`config.mk`:
```
export PLATFORM = sky130hd
export DESIGN_NAME = fpsc_front_panel
export DESIGN_NICKNAME = d
export VERILOG_FILES = /design/src/rtl/fpsc_pkg.sv /design/src/rtl/fpsc_blink_if.sv /design/src/rtl/fpsc_blinker.sv /design/src/rtl/fpsc_front_panel.sv
export SDC_FILE = /design/constraint.sdc
export NUM_CORES = 1
export LEC_CHECK = 0
export BUFFER_PORTS_ARGS = -buffer_cell sky130_fd_sc_hd__clkbuf_2
export CORE_UTILIZATION = 32
export DETAILED_ROUTE_END_ITERATION = 8
export GPL_ROUTABILITY_DRIVEN = 1
export SLEW_MARGIN = 10
export SYNTH_ARGS = -nofsm -noshare
export SYNTH_HDL_FRONTEND = slang
export SYNTH_SLANG_ARGS = --single-unit
```
`constraint.sdc`:
```
create_clock -name clk -period 3.7 [get_ports clk]
set_input_delay 0.555 -clock clk [delete_from_list [all_inputs] [get_ports clk]]
set_output_delay 0.555 -clock clk [all_outputs]
set_load 0.005 [all_outputs]
```
`src/rtl/fpsc_pkg.sv`:
```
package fpsc_pkg;
   // System clock
   localparam int CLK_HZ = 10_000_000;
   // Indicator timing in milliseconds
   localparam int LONG_MS = 800;
   localparam int SHORT_MS = 200;
   localparam int ACK_ON_MS = 200;
   localparam int ACK_OFF_MS = 200;
   localparam int ACK_FLASHES = 3;
   // Factory reset hold time in milliseconds
   localparam int HOLD_MS = 5000;
   // Cycles per millisecond, derived from the clock rate
   localparam int CYC_PER_MS = CLK_HZ / 1000;
   // Processing rates in samples per second
   localparam int PROC_SPS = 125_000;
   localparam int DAC_SPS = 250_000;
   localparam int PROC_DIV = CLK_HZ / PROC_SPS;
   localparam int DAC_DIV = CLK_HZ / DAC_SPS;
   // Linearisation table size
   localparam int LIN_POINTS = 512;
   localparam int LIN_AW = 9;
   // Factory defaults
   localparam logic [7:0] DEF_ADDR = 8'h00;
   localparam int DEF_BAUD = 9600;
   localparam logic [2:0] BAUD_CODE_9600 = 3'h0;
   // Indicator display modes
   typedef enum logic [1:0] {FPSC_SHOW_OFF, FPSC_SHOW_ACK, FPSC_SHOW_OVF, FPSC_SHOW_ERR} fpsc_show_t;
endpackage

```
`src/rtl/fpsc_blink_if.sv`:
```
`timescale 1ns/1ps
// Display request from the supervisor to the blinker
interface fpsc_blink_if;
   logic [1:0] mode;
   logic ackStart;
   logic ackBusy;
   logic lamp;
   modport ctrl (output mode, output ackStart, input ackBusy, input lamp);
   modport blink (input mode, input ackStart, output ackBusy, output lamp);
endinterface // fpsc_blink_if

```
`src/rtl/fpsc_blinker.sv`:
```
`timescale 1ns/1ps
module fpsc_blinker #(
   parameter int MS_CYC = fpsc_pkg::CYC_PER_MS
) (
   // Clock and reset
   input wire logic clk,
   input wire logic rst_n,
   // Display request from the supervisor
   fpsc_blink_if.blink bl
);
   import fpsc_pkg::*;

   logic [31:0] cycCnt_r;
   logic [9:0] msCnt_r;
   logic [2:0] ackLeft_r;
   logic lamp_r;
   logic msTick;
   logic inAck;
   logic [9:0] onMs;
   logic [9:0] periodMs;

   assign msTick = (cycCnt_r == 32'(MS_CYC - 1));
   assign inAck = (ackLeft_r != 3'h0);
   assign bl.ackBusy = inAck;
   assign bl.lamp = lamp_r;

   // Phase lengths per mode
   always_comb begin
      onMs = 10'(ACK_ON_MS);
      periodMs = 10'(ACK_ON_MS + ACK_OFF_MS);
      if (bl.mode == FPSC_SHOW_OVF) begin
         onMs = 10'(LONG_MS);
      end else if (bl.mode == FPSC_SHOW_ERR) begin
         onMs = 10'(SHORT_MS);
      end
      if (bl.mode != FPSC_SHOW_ACK) begin
         periodMs = 10'(LONG_MS + SHORT_MS);
      end
   end

   // Millisecond prescaler
   always_ff @(posedge clk) begin
      if (!rst_n || msTick) begin
         cycCnt_r <= 32'h0;
      end else begin
         cycCnt_r <= cycCnt_r + 32'h1;
      end
   end

   // Position inside the blink period; restarts on a new ack
   always_ff @(posedge clk) begin
      if (!rst_n || bl.ackStart) begin
         msCnt_r <= 10'h0;
      end else if (msTick) begin
         msCnt_r <= (msCnt_r == periodMs - 10'h1) ? 10'h0 : msCnt_r + 10'h1;
      end
   end

   // Ack flash counter: three flashes, counted at each period end
   always_ff @(posedge clk) begin
      if (!rst_n) begin
         ackLeft_r <= 3'h0;
      end else if (bl.ackStart) begin
         ackLeft_r <= 3'(ACK_FLASHES);
      end else if (inAck && msTick && msCnt_r == periodMs - 10'h1) begin
         ackLeft_r <= ackLeft_r - 3'h1;
      end
   end

   // Lamp is lit in the first part of each period
   always_ff @(posedge clk) begin
      if (!rst_n) begin
         lamp_r <= 1'b0;
      end else if (bl.mode == FPSC_SHOW_OFF || (bl.mode == FPSC_SHOW_ACK && !inAck)) begin
         lamp_r <= 1'b0;
      end else begin
         lamp_r <= (msCnt_r < onMs);
      end
   end

   chk_ack_count_bound: assert property (@(posedge clk) disable iff (!rst_n)
      ackLeft_r <= 3'(ACK_FLASHES))
      else $error("ack flash count overrun");
endmodule // fpsc_blinker

```
`src/rtl/fpsc_front_panel.sv`:
```
`timescale 1ns/1ps
module fpsc_front_panel #(
   parameter int HOLD_CYC = fpsc_pkg::HOLD_MS * fpsc_pkg::CYC_PER_MS,
   parameter int MS_CYC = fpsc_pkg::CYC_PER_MS
) (
   // Clock and reset
   input wire logic clk,
   input wire logic rst_n,
   // Operator and sensor status
   input wire logic identify_pushbutton,
   input wire logic cmdValid,
   input wire logic inputOverflow,
   input wire logic tcMode,
   input wire logic openTc,
   input wire logic internalError,
   // Address change from host
   input wire logic addrWrReq,
   input wire logic [7:0] addrWrData,
   // Measured value and ASCII read request
   input wire logic [15:0] measValue,
   input wire logic asciiReq,
   // Lamps
   output logic supply_indicator_lamp,
   output logic state_indicator_lamp,
   // Configuration
   output logic [7:0] moduleAddr,
   output logic [2:0] baudCode,
   output logic addrWrRefused,
   output logic restoreBackup,
   // Rate strobes and table index
   output logic procStrobe,
   output logic dacStrobe,
   output logic [fpsc_pkg::LIN_AW-1:0] linIndex,
   // ASCII value stream
   output logic asciiValid,
   output logic [7:0] asciiChar
);
   import fpsc_pkg::*;

   fpsc_blink_if bl();

   logic btnMeta_r, btnSync_r, btnPrev_r;
   logic [1:0] syncFill_r;
   logic [31:0] holdCnt_r;
   logic powerUp_r;
   logic unlock_r;
   logic [7:0] moduleAddr_r;
   logic [2:0] baudCode_r;
   logic refused_r;
   logic restore_r;
   logic [7:0] procCnt_r, dacCnt_r;
   logic procStb_r, dacStb_r;
   logic [LIN_AW-1:0] linIdx_r;
   logic [15:0] shiftVal_r;
   logic [2:0] charCnt_r;
   logic asciiValid_r;
   logic [7:0] asciiChar_r;
   logic showOvf;
   fpsc_show_t show;

   // Hex digit to ASCII, used for each nibble of the value
   function automatic logic [7:0] hexAscii(input logic [3:0] n);
      hexAscii = (n < 4'ha) ? (8'h30 + {4'h0, n}) : (8'h37 + {4'h0, n});
   endfunction

   assign supply_indicator_lamp = rst_n | 1'b1;
   assign state_indicator_lamp = bl.lamp;
   assign moduleAddr = moduleAddr_r;
   assign baudCode = baudCode_r;
   assign addrWrRefused = refused_r;
   assign restoreBackup = restore_r;
   assign procStrobe = procStb_r;
   assign dacStrobe = dacStb_r;
   assign linIndex = linIdx_r;
   assign asciiValid = asciiValid_r;
   assign asciiChar = asciiChar_r;

   // Button synchroniser, the pin is asynchronous to clk
   always_ff @(posedge clk) begin
      if (!rst_n) begin
         btnMeta_r <= 1'b0;
         btnSync_r <= 1'b0;
         btnPrev_r <= 1'b0;
      end else begin
         btnMeta_r <= identify_pushbutton;
         btnSync_r <= btnMeta_r;
         btnPrev_r <= btnSync_r;
      end
   end

   // Synchroniser fill marker: the button level is trusted once both stages hold the pin
   always_ff @(posedge clk) begin
      if (!rst_n) begin
         syncFill_r <= 2'h0;
      end else begin
         syncFill_r <= {syncFill_r[0], 1'b1};
      end
   end

   // Power-up hold window: a button not held after reset, or any release, shuts it for good,
   // so a long press later in operation can never wipe the setup
   always_ff @(posedge clk) begin
      if (!rst_n) begin
         powerUp_r <= 1'b1;
         holdCnt_r <= 32'h0;
      end else if (powerUp_r) begin
         if (syncFill_r[1] && !btnSync_r) begin
            powerUp_r <= 1'b0;
         end else if (btnSync_r && holdCnt_r != 32'(HOLD_CYC)) begin
            holdCnt_r <= holdCnt_r + 32'h1;
         end
      end
   end

   // Factory reset pulse once the hold time is reached
   always_ff @(posedge clk) begin
      if (!rst_n) begin
         restore_r <= 1'b0;
      end else begin
         restore_r <= powerUp_r && btnSync_r && holdCnt_r == 32'(HOLD_CYC - 1);
      end
   end

   // Address unlock: a press after power-up arms one address change
   always_ff @(posedge clk) begin
      if (!rst_n) begin
         unlock_r <= 1'b0;
      end else if (!powerUp_r && btnSync_r && !btnPrev_r) begin
         unlock_r <= 1'b1; // a fresh press beats a write in the same cycle
      end else if (addrWrReq) begin
         unlock_r <= 1'b0;
      end
   end

   // Address and rate; factory reset wins over a host write
   always_ff @(posedge clk) begin
      if (!rst_n) begin
         moduleAddr_r <= DEF_ADDR;
         baudCode_r <= BAUD_CODE_9600;
         refused_r <= 1'b0;
      end else begin
         refused_r <= addrWrReq && !unlock_r;
         if (restore_r) begin
            moduleAddr_r <= DEF_ADDR;
            baudCode_r <= BAUD_CODE_9600;
         end else if (addrWrReq && unlock_r) begin
            moduleAddr_r <= addrWrData;
         end
      end
   end

   // Display priority: error, then overflow, then acknowledge
   assign showOvf = inputOverflow || (tcMode && openTc);
   always_comb begin
      if (internalError) begin
         show = FPSC_SHOW_ERR;
      end else if (showOvf) begin
         show = FPSC_SHOW_OVF;
      end else if (cmdValid || bl.ackBusy) begin
         show = FPSC_SHOW_ACK;
      end else begin
         show = FPSC_SHOW_OFF;
      end
   end
   assign bl.mode = show;
   assign bl.ackStart = cmdValid && !internalError && !showOvf;

   fpsc_blinker #(.MS_CYC(MS_CYC)) u_blinker (
      .clk(clk),
      .rst_n(rst_n),
      .bl(bl)
   );

   // Rate strobes for processing and output converter
   always_ff @(posedge clk) begin
      if (!rst_n) begin
         procCnt_r <= 8'h0;
         dacCnt_r <= 8'h0;
         procStb_r <= 1'b0;
         dacStb_r <= 1'b0;
      end else begin
         procStb_r <= (procCnt_r == 8'(PROC_DIV - 1));
         dacStb_r <= (dacCnt_r == 8'(DAC_DIV - 1));
         procCnt_r <= (procCnt_r == 8'(PROC_DIV - 1)) ? 8'h0 : procCnt_r + 8'h1;
         dacCnt_r <= (dacCnt_r == 8'(DAC_DIV - 1)) ? 8'h0 : dacCnt_r + 8'h1;
      end
   end

   // Table index from the top bits of each processed sample
   always_ff @(posedge clk) begin
      if (!rst_n) begin
         linIdx_r <= '0;
      end else if (procStb_r) begin
         linIdx_r <= measValue[15 -: LIN_AW];
      end
   end

   // ASCII output: four hex digits then carriage return, one per cycle
   always_ff @(posedge clk) begin
      if (!rst_n) begin
         charCnt_r <= 3'h0;
         shiftVal_r <= 16'h0;
         asciiValid_r <= 1'b0;
         asciiChar_r <= 8'h00;
      end else if (charCnt_r == 3'h0) begin
         asciiValid_r <= 1'b0;
         if (asciiReq) begin
            shiftVal_r <= measValue;
            charCnt_r <= 3'h5;
         end
      end else begin
         asciiValid_r <= 1'b1;
         asciiChar_r <= (charCnt_r == 3'h1) ? 8'h0d : hexAscii(shiftVal_r[15:12]);
         shiftVal_r <= {shiftVal_r[11:0], 4'h0};
         charCnt_r <= charCnt_r - 3'h1;
      end
   end

   chk_refuse_locked: assert property (@(posedge clk) disable iff (!rst_n)
      addrWrReq && !unlock_r |=> refused_r && $stable(moduleAddr_r))
      else $error("locked address write not refused");
   chk_restore_defaults: assert property (@(posedge clk) disable iff (!rst_n)
      restore_r |=> moduleAddr_r == DEF_ADDR && baudCode_r == BAUD_CODE_9600)
      else $error("factory defaults not applied");
   chk_restore_cause: assert property (@(posedge clk) disable iff (!rst_n)
      $rose(restore_r) |-> $past(powerUp_r) && $past(btnSync_r))
      else $error("factory reset without power-up hold");
   chk_error_priority: assert property (@(posedge clk) disable iff (!rst_n)
      internalError |-> bl.mode == FPSC_SHOW_ERR)
      else $error("error not shown first");
   chk_ovf_mode: assert property (@(posedge clk) disable iff (!rst_n)
      !internalError && tcMode && openTc |-> bl.mode == FPSC_SHOW_OVF)
      else $error("open thermocouple not shown");
   chk_proc_rate: assert property (@(posedge clk) disable iff (!rst_n)
      procStb_r |=> !procStb_r [*8] ##72 procStb_r)
      else $error("processing strobe spacing wrong");
   chk_dac_rate: assert property (@(posedge clk) disable iff (!rst_n)
      dacStb_r |-> ##40 dacStb_r)
      else $error("converter strobe spacing wrong");
   chk_supply_lit: assert property (@(posedge clk) supply_indicator_lamp)
      else $error("supply lamp dark");
   chk_ascii_burst: assert property (@(posedge clk) disable iff (!rst_n)
      charCnt_r == 3'h0 && asciiReq |=> ##1 asciiValid_r [*5])
      else $error("ascii burst short");
   chk_ack_armed: assert property (@(posedge clk) disable iff (!rst_n)
      bl.ackStart |=> bl.ackBusy)
      else $error("acknowledge flashes not started");
   chk_idle_dark: assert property (@(posedge clk) disable iff (!rst_n)
      bl.mode == FPSC_SHOW_OFF |=> !state_indicator_lamp)
      else $error("status lamp lit while idle");
endmodule // fpsc_front_panel

```
==> results of run 1 <==
[where the power goes]
| group | total [W] | switching, W | internal (W) |
|---|---|---|---|
| Clock | 0.00176 | 0.000682 | 0.00108 |
| Combinational | 0.000472 | 0.000282 | 0.000191 |
| Sequential | 0.00181 | 0.0000844 | 0.00173 |
[area by class of cell]
cell class | instances | area (um2)
Clock buffer | 21 | 450
Clock inverter | 11 | 150
Fill cell | 2005 | 12100
Inverter | 22 | 82.6
Multi-Input combinational cell | 542 | 3320
Sequential cell | 149 | 2980
Tap cell | 265 | 332
Timing Repair Buffer | 67 | 345
[cell usage after synthesis (16+ instances only)]
| library cell | number |
|---|---|
| mux2i_1 | 26 |
| nand2_1 | 48 |
| dfxtp_1 | 149 |
| nor3_1 | 21 |
| nand3_1 | 40 |
| inv_1 | 22 |
| xnor2_1 | 57 |
| o21ai_0 | 20 |
| nor2_1 | 119 |
| clkbuf_1 | 32 |
| nor4_1 | 33 |
| a21oi_1 | 29 |
| xor2_1 | 16 |
[layer usage]
metal,vias up,track usage,wire (um)
li1,2698,-,-
met1,2361,0.172,6650
met2,90,0.211,5880
met3,14,0.0387,678
met4,0,0.0574,232
met5,-,0,0
[state kept, by name, indices dropped and copies added (netlist names), 2 cells and up]
signal	cells
linIndex	9
charCnt_r	3
u_blinker.msCnt_r	10
dacCnt_r	8
asciiChar	7
moduleAddr	8
holdCnt_r	32
u_blinker.cycCnt_r	32
shiftVal_r	16
procCnt_r	8
u_blinker.ackLeft_r	3
syncFill_r	2
[worst max-delay path by stage]
stage	start	to	depth (start not counted)	slack [ns]
6_report	u_blinker.cycCnt_r[10]	u_blinker.cycCnt_r[7]	5	1.29
4_1_cts	u_blinker.cycCnt_r[10]	u_blinker.cycCnt_r[5]	5	1.25
3_3_place_gp	u_blinker.cycCnt_r[10]	u_blinker.cycCnt_r[6]	5	1.30
5_1_grt	u_blinker.cycCnt_r[10]	u_blinker.cycCnt_r[6]	5	1.01
2_1_floorplan	u_blinker.ackLeft_r[0]	u_blinker.ackLeft_r[1]	7	1.53
3_5_place_dp	tcMode	u_blinker.ackLeft_r[1]	6	1.27
[cells by family after synthesis]
family                     Yosys count
AOI/OAI and AO/OA                   79
buffers and inverters               63
adders and majority gates           13
and+or+nand+nor                    344
xor gates and xnor gates            73
DFF                                149
muxes                               28
other                                2
[worst register-to-register path, cell delays in order (launching register included)]
cell and delay (ns):
dfxtp_1 0.42, nor4b_1 0.32, nand4_1 0.55, o21ai_2 0.55, buf_4 0.35, nor2_1 0.09
[through the flow]
stage          worst slack (ns)  hold slack (ns)  power [W]   util  cells
2_1_floorplan              1.53            0.412    0.00217      -    754
3_3_place_gp               1.30            0.418    0.00232  0.357   1045
3_5_place_dp               1.27            0.419    0.00232  0.357   1045
4_1_cts                    1.25            0.332    0.00410  0.387   1077
5_1_grt                    1.01            0.339    0.00425  0.387   1077
6_report                   1.29            0.342    0.00405  0.387   1077
[layout by cell type, fill, tap and decap left out, types with 7 or more instances in the layout]
master     instances
dfxtp_1          149
nor2_1           119
clkbuf_2          63
xnor2_1           57
nand2_1           48
nand3_1           40
nor4_1            33
a21oi_1           29
mux2i_1           26
inv_1             21
nor3_1            21
o21ai_0           20
clkbuf_16         17
xor2_1            16
or3_1             15
nand4_1           15
a211oi_1          15
ha_1              13
and3_1            12
and2_1             8
and4_1             7
==> flow_metrics.py, run 1 <==
metrics = {
    "logic_synthesis": {
        "ys_async_sr_fraction": 0,
        "synth_edf_count": 0,
        "synth_ff_type": "dfxtp_1",
        "muxShareOfSynthArea": 0.0432,
        "synth_compound_gate_area_share": 0.0755,
        "syn_area_um2": 6550,
        "syn_avg_cell_area_um2": 8.72,
        "synth_warnings": 0,
        "yosys.area_share.simple": 0.262,
        "syn_inst": 751,
        "yosys.area.top_type_share": 0.456,
        "yosysSeqAreaShare": 0.456,
        "synth-xor-area-share": 0.0977,
        "synth_area_leaders": "dfxtp_1, xnor2_1, nor2_1",
        "synth.distinct_cells": 47,
        "ys_seq_elements": 149,
        "yosys.area.top_type": "dfxtp_1",
        "synth_top_family_by_area": "simple AND/OR/NAND/NOR gates",
        "yosys.area_share.adder": 0.0248,
    },
    "timing": {
        "worstMarginPinSlew_ns": 0.888,
        "max_freq_mhz": 414,
        "period_share": 0.653,
        "relSlewSlack": 0.403,
        "period_minus_slack_ns": 2.41,
        "drv_slew": 0,
        "hold_violations": 0,
        "fin_skew_ns": 0.0122,
        "fin_setup_tns_ns": 0,
        "setup_viol": 0,
        "rsz0062_at_grt": "no",
    },
    "global_routing": {
        "antenna_found_initial": 0,
        "grt_pass1_wl_um": 23300,
        "grt_pass1_vias": 4826,
        "grt.overflow.total": 0,
        "grt_max_degree": 45,
        "track_usage": 0.135,
    },
    "setup_path": {
        "arrival_ns": 2.72,
        "r2r_end": "u_blinker.cycCnt_r[7]",
        "slowest_delay_ns": 0.55,
        "r2r_slack_ns": 1.29,
        "cp_num_buf_inv": 1,
        "crit_fanout": 24,
        "reg2reg_depth": 5,
        "r2r_start": "u_blinker.cycCnt_r[10]",
        "start_kind": "flip-flop",
        "required_ns": 4.00,
        "crit_slowest_cell": "nand4_1",
        "critPathKind": "reg2reg",
        "path_cells": "nor4b_1, nand4_1, o21ai_2, buf_4, nor2_1",
        "worstSetupEndpointType": "flip-flop",
        "crit_family": "simple AND/OR/NAND/NOR gates",
    },
    "detailed_routing": {
        "wire_per_inst_um": 12.5,
        "ant_nets": 0,
        "routed_wl_um": 13400,
        "dr.pass1.iters": 4,
        "vias_per_cell": 4.79,
        "drt_iter0_drc": 256,
        "vias": 5163,
        "drc": 0,
    },
    "worst_hold_path": {
        "min_delay_path_depth": 2,
        "whs_endpoint": "btnMeta_r",
        "holdCritStartpoint": "identify_pushbutton",
        "hold_path.class": "in2reg",
    },
    "clock_network": {
        "cts_hold_buf": 0,
        "cts_tree": "built",
        "clockBufferDepth": 2,
        "clock-sinks": 149,
        "cts_root_buf": "clkbuf_16",
        "cts_buffers": 17,
        "path_clk_slew_ns": 0.06,
        "clk_latency_ns": 0.43,
        "cts_setup_buffers": 0,
        "h-tree-depth": 4,
        "cts_resized": 0,
    },
    "placed_design": {
        "postPlaceCellArea_um2": 7060,
        "gp_congestion": 0.758,
        "numPortBuffers": 63,
        "dpl.hpwl_um": 9120,
    },
    "finish": {
        "antennaDiodeCount": 0,
        "final_area_um2": 7660,
        "syn2layout_area_growth_pct": 17.0,
        "drive_above_1_share": 0.132,
        "fin_nets": 846,
    },
    "power": {
        "power_density_nw_per_um2": 528,
        "power.leakage_nw": 2.72,
        "ir_drop_mv": 0.387,
    },
    "die": {
        "dieArea_um2": 21000,
        "die_h_um": 145,
        "ioPinCount": 69,
        "coreArea_um2": 19800,
        "start_util": 0.331,
        "die_w_um": 145,
        "num_rows": 51,
    },
    "job": {
        "drv_cap": 0,
    },
    "outcome": {
        "outcome": "completed",
    },
}
Power figures use the tool's default switching activity.
==> run 2, diff against run 1 <==
==> constraint.sdc (replaced) <==
create_clock -name clk -period 2.4 [get_ports clk]
set_input_delay 0.36 -clock clk [delete_from_list [all_inputs] [get_ports clk]]
set_output_delay 0.36 -clock clk [all_outputs]
set_load 0.005 [all_outputs]
==> flow_metrics.py, run 2 (synthesis gave the netlist of run 1 again) <==
metrics = {
    "job": {
        "drv_cap": 0,
    },
    "setup_path": {
        "crit_family": "simple AND/OR/NAND/NOR gates",
        "r2r_slack_ns": 0.11,
        "crit_fanout": 3,
        "path_depth": 7,
        "reg2reg_depth": 7,
        "start_kind": "flip-flop",
        "critPathKind": "reg2reg",
        "crit_slowest_cell": "or4_1",
        "required_ns": 2.75,
        "cp_num_buf_inv": 1,
        "slowest_delay_ns": 0.55,
        "worstSetupEndpointType": "flip-flop",
        "arrival_ns": 2.64,
        "path_cells": "inv_1, ha_1, nor2b_1, or4_1, a2111oi_4, mux2_2, a21oi_1",
    },
    "timing": {
        "max_freq_mhz": 437,
        "relSlewSlack": 0.551,
        "drv_slew": 0,
        "rsz0062_at_grt": "no",
        "period_share": 0.953,
        "fin_skew_ns": 0.0123,
        "period_minus_slack_ns": 2.29,
        "worstMarginPinSlew_ns": 0.668,
        "whs_ns": 0.162,
        "hold_violations": 0,
        "fin_setup_tns_ns": 0,
        "setup_viol": 0,
    },
    "detailed_routing": {
        "vias_per_cell": 4.71,
        "drc": 0,
        "wire_per_inst_um": 12.0,
        "drt_iter0_drc": 287,
        "ant_nets": 0,
        "vias": 5134,
        "dr.pass1.iters": 4,
        "routed_wl_um": 13100,
    },
    "global_routing": {
        "grt_max_degree": 35,
        "grt_pass1_vias": 4743,
        "use_met3": 0.0384,
        "met1_usage": 0.167,
        "grt_busiest_layer": "met2",
        "grt.overflow.total": 0,
        "met2_usage": 0.203,
        "track_usage": 0.130,
        "grt_pass1_wl_um": 22400,
        "antenna_found_initial": 0,
    },
    "clock_network": {
        "clock-sinks": 149,
        "cts_setup_buffers": 0,
        "h-tree-depth": 4,
        "cts_root_buf": "clkbuf_16",
        "cts_tree": "built",
        "cts_resized": 0,
        "clockBufferDepth": 2,
        "cts_hold_buf": 0,
        "path_clk_slew_ns": 0.06,
        "cts_buffers": 17,
        "clk_latency_ns": 0.42,
    },
    "die": {
        "die_w_um": 145,
        "start_util": 0.331,
        "coreArea_um2": 19800,
        "die_h_um": 145,
        "num_rows": 51,
        "ioPinCount": 69,
        "dieArea_um2": 21000,
    },
    "worst_hold_path": {
        "hold_path.class": "in2reg",
        "min_delay_path_depth": 2,
    },
    "placed_design": {
        "numPortBuffers": 63,
        "dpl.hpwl_um": 9060,
        "placed_cells": 1057,
        "gp_congestion": 0.772,
    },
    "power": {
        "power_density_nw_per_um2": 806,
        "ir_drop_mv": 0.541,
        "power.leakage_nw": 2.79,
    },
    "finish": {
        "reg_top3": "holdCnt_r x32, u_blinker.cycCnt_r x32, shiftVal_r x16",
        "syn2layout_area_growth_pct": 18.5,
        "antennaDiodeCount": 0,
        "drive_above_1_share": 0.147,
        "multi_input_area_um2": 3320,
        "fin_nets": 858,
        "num-fill-cells": 2015,
        "stdcell_count": 1089,
        "layout_commonest_cell": "dfxtp_1",
        "area.sequential_um2": 2980,
        "final_cell_mix": "dfxtp_1, nor2_1, clkbuf_2",
    },
    "outcome": {
        "outcome": "completed",
    },
}
[run 2: final timing paths]
check                           end                    from
max          u_blinker.ackLeft_r[1]  u_blinker.ackLeft_r[0]
min                       btnMeta_r     identify_pushbutton
max reg2reg  u_blinker.ackLeft_r[1]  u_blinker.ackLeft_r[0]
min reg2reg           syncFill_r[1]           syncFill_r[0]
[run 2: final cells by class]
class | count | share of cell area
tap | 265 | 0.0427
clock inverter | 12 | 0.0195
timing repair buffer | 79 | 0.0561
inverter | 22 | 0.0106
sequential | 149 | 0.384
multi-input combinational | 542 | 0.428
clock buffer | 20 | 0.0589
[run 2: metal layers]
| layer | share of wire | vias up |
|---|---|---|
| met1 | 0.51 | 2325 |
| met2 | 0.44 | 81 |
| met3 | 0.041 | 7 |
| met5 | 0 | - |
| li1 | - | 2721 |
| met4 | 0.0091 | 0 |
[run 2: metrics by stage]
| step | utilization | worst slack [ns] | power (W) | cell area (um2) |
|---|---|---|---|---|
| CTS | 0.392 | 0.0862 | 0.00635 | 7760 |
| global route | 0.392 | 0.00688 | 0.00659 | 7760 |
| detailed placement | 0.362 | 0.101 | 0.00359 | 7150 |
| finish | 0.392 | 0.112 | 0.00625 | 7760 |
| global placement | 0.362 | 0.145 | 0.00358 | 7150 |
| floorplan | - | 0.229 | 0.00334 | 6560 |
[run 2: where the power goes]
part,total [W],internal [W],leakage (nW),switching (W)
Combinational,0.000741,0.000302,1.28,0.000438
Sequential,0.00279,0.00266,1.21,0.000128
Clock,0.00272,0.00169,0.296,0.00103
==> run 3, diff against run 2 <==
--- a/config.mk
+++ b/config.mk
@@ -6,10 +6,10 @@
 export NUM_CORES = 1
 export LEC_CHECK = 0
 export BUFFER_PORTS_ARGS = -buffer_cell sky130_fd_sc_hd__clkbuf_2
+export CORE_ASPECT_RATIO = 1.2
 export CORE_UTILIZATION = 32
 export DETAILED_ROUTE_END_ITERATION = 8
 export GPL_ROUTABILITY_DRIVEN = 1
-export SLEW_MARGIN = 10
 export SYNTH_ARGS = -nofsm -noshare
 export SYNTH_HDL_FRONTEND = slang
 export SYNTH_SLANG_ARGS = --single-unit
==> constraint.sdc (replaced) <==
create_clock -name clk -period 2.3 [get_ports clk]
set_input_delay 0.345 -clock clk [delete_from_list [all_inputs] [get_ports clk]]
set_output_delay 0.345 -clock clk [all_outputs]
set_load 0.005 [all_outputs]
==> flow_metrics.py, run 3 (synthesis gave the netlist of run 1 again) <==
metrics = {
    "setup_path": {
        "path_depth": 7,
        "required_ns": 2.65,
        "crit_family": "compound AO/OA/AOI/OAI gates",
        "r2r_start": "u_blinker.ackLeft_r[0]",
        "reg2reg_depth": 7,
        "critPathKind": "reg2reg",
        "r2r_slack_ns": 0.15,
        "worstSetupEndpointType": "flip-flop",
        "crit_slowest_cell": "or3b_2",
        "crit_fanout": 3,
        "cp_num_buf_inv": 1,
        "path_cells": "inv_1, ha_2, or3b_2, a21o_1, a2111oi_4, mux2_2, a21oi_1",
        "start_kind": "flip-flop",
        "arrival_ns": 2.50,
        "r2r_end": "u_blinker.ackLeft_r[1]",
        "slowest_delay_ns": 0.46,
    },
    "die": {
        "die_w_um": 133,
        "coreArea_um2": 19800,
        "die_h_um": 159,
        "start_util": 0.330,
        "ioPinCount": 69,
        "num_rows": 56,
        "dieArea_um2": 21000,
    },
    "clock_network": {
        "path_clk_slew_ns": 0.06,
        "clockBufferDepth": 2,
        "clk_latency_ns": 0.42,
        "h-tree-depth": 4,
        "clock-sinks": 149,
        "cts_root_buf": "clkbuf_16",
        "cts_tree": "built",
        "cts_setup_buffers": 0,
        "cts_buffers": 17,
    },
    "detailed_routing": {
        "drc": 0,
        "drt_iter0_drc": 273,
        "dr.pass1.iters": 4,
        "vias_per_cell": 4.80,
        "ant_nets": 0,
        "wire_per_inst_um": 12.1,
        "vias": 5223,
        "routed_wl_um": 13200,
    },
    "placed_design": {
        "postPlaceCellArea_um2": 7190,
        "numPortBuffers": 63,
        "dpl.hpwl_um": 9080,
        "gp_congestion": 0.748,
    },
    "global_routing": {
        "antenna_found_initial": 0,
        "grt.overflow.total": 0,
        "grt_pass1_vias": 4965,
        "grt_max_degree": 34,
        "track_usage": 0.133,
        "grt_pass1_wl_um": 22900,
    },
    "timing": {
        "max_freq_mhz": 465,
        "period_share": 0.935,
        "period_minus_slack_ns": 2.15,
        "setup_viol": 0,
        "drv_slew": 0,
        "rsz0062_at_grt": "no",
        "fin_setup_tns_ns": 0,
        "relSlewSlack": 0.511,
        "worstMarginPinSlew_ns": 0.725,
        "hold_violations": 0,
        "fin_skew_ns": 0.00670,
    },
    "finish": {
        "drive_above_1_share": 0.152,
        "num-fill-cells": 1968,
        "final_core_util": 0.394,
        "syn2layout_area_growth_pct": 19.3,
        "final_cell_mix": "dfxtp_1, nor2_1, clkbuf_2",
        "fin_nets": 862,
        "antennaDiodeCount": 0,
        "final_area_um2": 7810,
        "layout_commonest_cell": "dfxtp_1",
        "reg_top3": "holdCnt_r x32, u_blinker.cycCnt_r x32, shiftVal_r x16",
    },
    "job": {
        "drv_cap": 0,
    },
    "worst_hold_path": {
        "whs_endpoint": "btnMeta_r",
        "holdCritStartpoint": "identify_pushbutton",
        "hold_path.class": "in2reg",
        "min_delay_path_depth": 2,
    },
    "power": {
        "power.leakage_nw": 2.82,
        "power_density_nw_per_um2": 843,
        "ir_drop_mv": 0.527,
    },
    "outcome": {
        "outcome": "completed",
    },
}
run 3: changes by cell type in the layout (fill, tap and decap cells not counted), sizes merged:
| cell | change |
|---|---|
| clkbuf | -2 |
| clkinvlp | -2 |
| clkinv | -2 |
| buf | +4 |
| inv | +6 |
run 3: area by class of cell:
cell class	count	area (um2)	area share
Sequential cell	149	2980	0.382
Timing Repair Buffer	83	478	0.0612
Inverter	22	82.6	0.0106
Tap cell	261	327	0.0418
Clock buffer	18	429	0.0550
Clock inverter	14	189	0.0242
Multi-Input combinational cell	542	3320	0.425
run 3: where the power goes:
group,internal [W],switching [W],leakage (nW)
Combinational,0.000315,0.000468,1.30
Sequential,0.00278,0.000120,1.21
Clock,0.00174,0.00116,0.303
Total,0.00483,0.00175,2.82
run 3: through the flow:
step                power, W  setup WS (ns)  instances  hold WS [ns]
floorplan            0.00348          0.129        754         0.373
global placement     0.00373         0.0581       1057         0.414
CTS                  0.00669         0.0223       1089         0.125
finish               0.00658          0.150       1089         0.141
global route         0.00694         0.0146       1089         0.136
detailed placement   0.00374         0.0417       1057         0.419
run 3: layer usage:
metal,up-vias,global-route usage,wire [um]
met5,-,0,0
met4,0,0.0558,190
met3,14,0.0350,494
met2,85,0.225,6190
met1,2397,0.160,6340
li1,2727,-,-
run 3: worst max-delay path by stage:
stage	from	endpoint	slack, ns
finish	u_blinker.ackLeft_r[0]	u_blinker.ackLeft_r[1]	0.15
global route	u_blinker.ackLeft_r[1]	u_blinker.ackLeft_r[1]	0.01
CTS	u_blinker.ackLeft_r[0]	u_blinker.ackLeft_r[1]	0.02
detailed placement	u_blinker.ackLeft_r[0]	u_blinker.ackLeft_r[1]	0.04
global placement	u_blinker.ackLeft_r[0]	u_blinker.ackLeft_r[1]	0.06
floorplan	u_blinker.ackLeft_r[0]	u_blinker.ackLeft_r[1]	0.13
run 3: timing repair:
action	CTS	global route
hold buffers	0	0
hold endpoints to repair	0	0
endpoints found under the setup margin	0	1
resized for setup	0	1
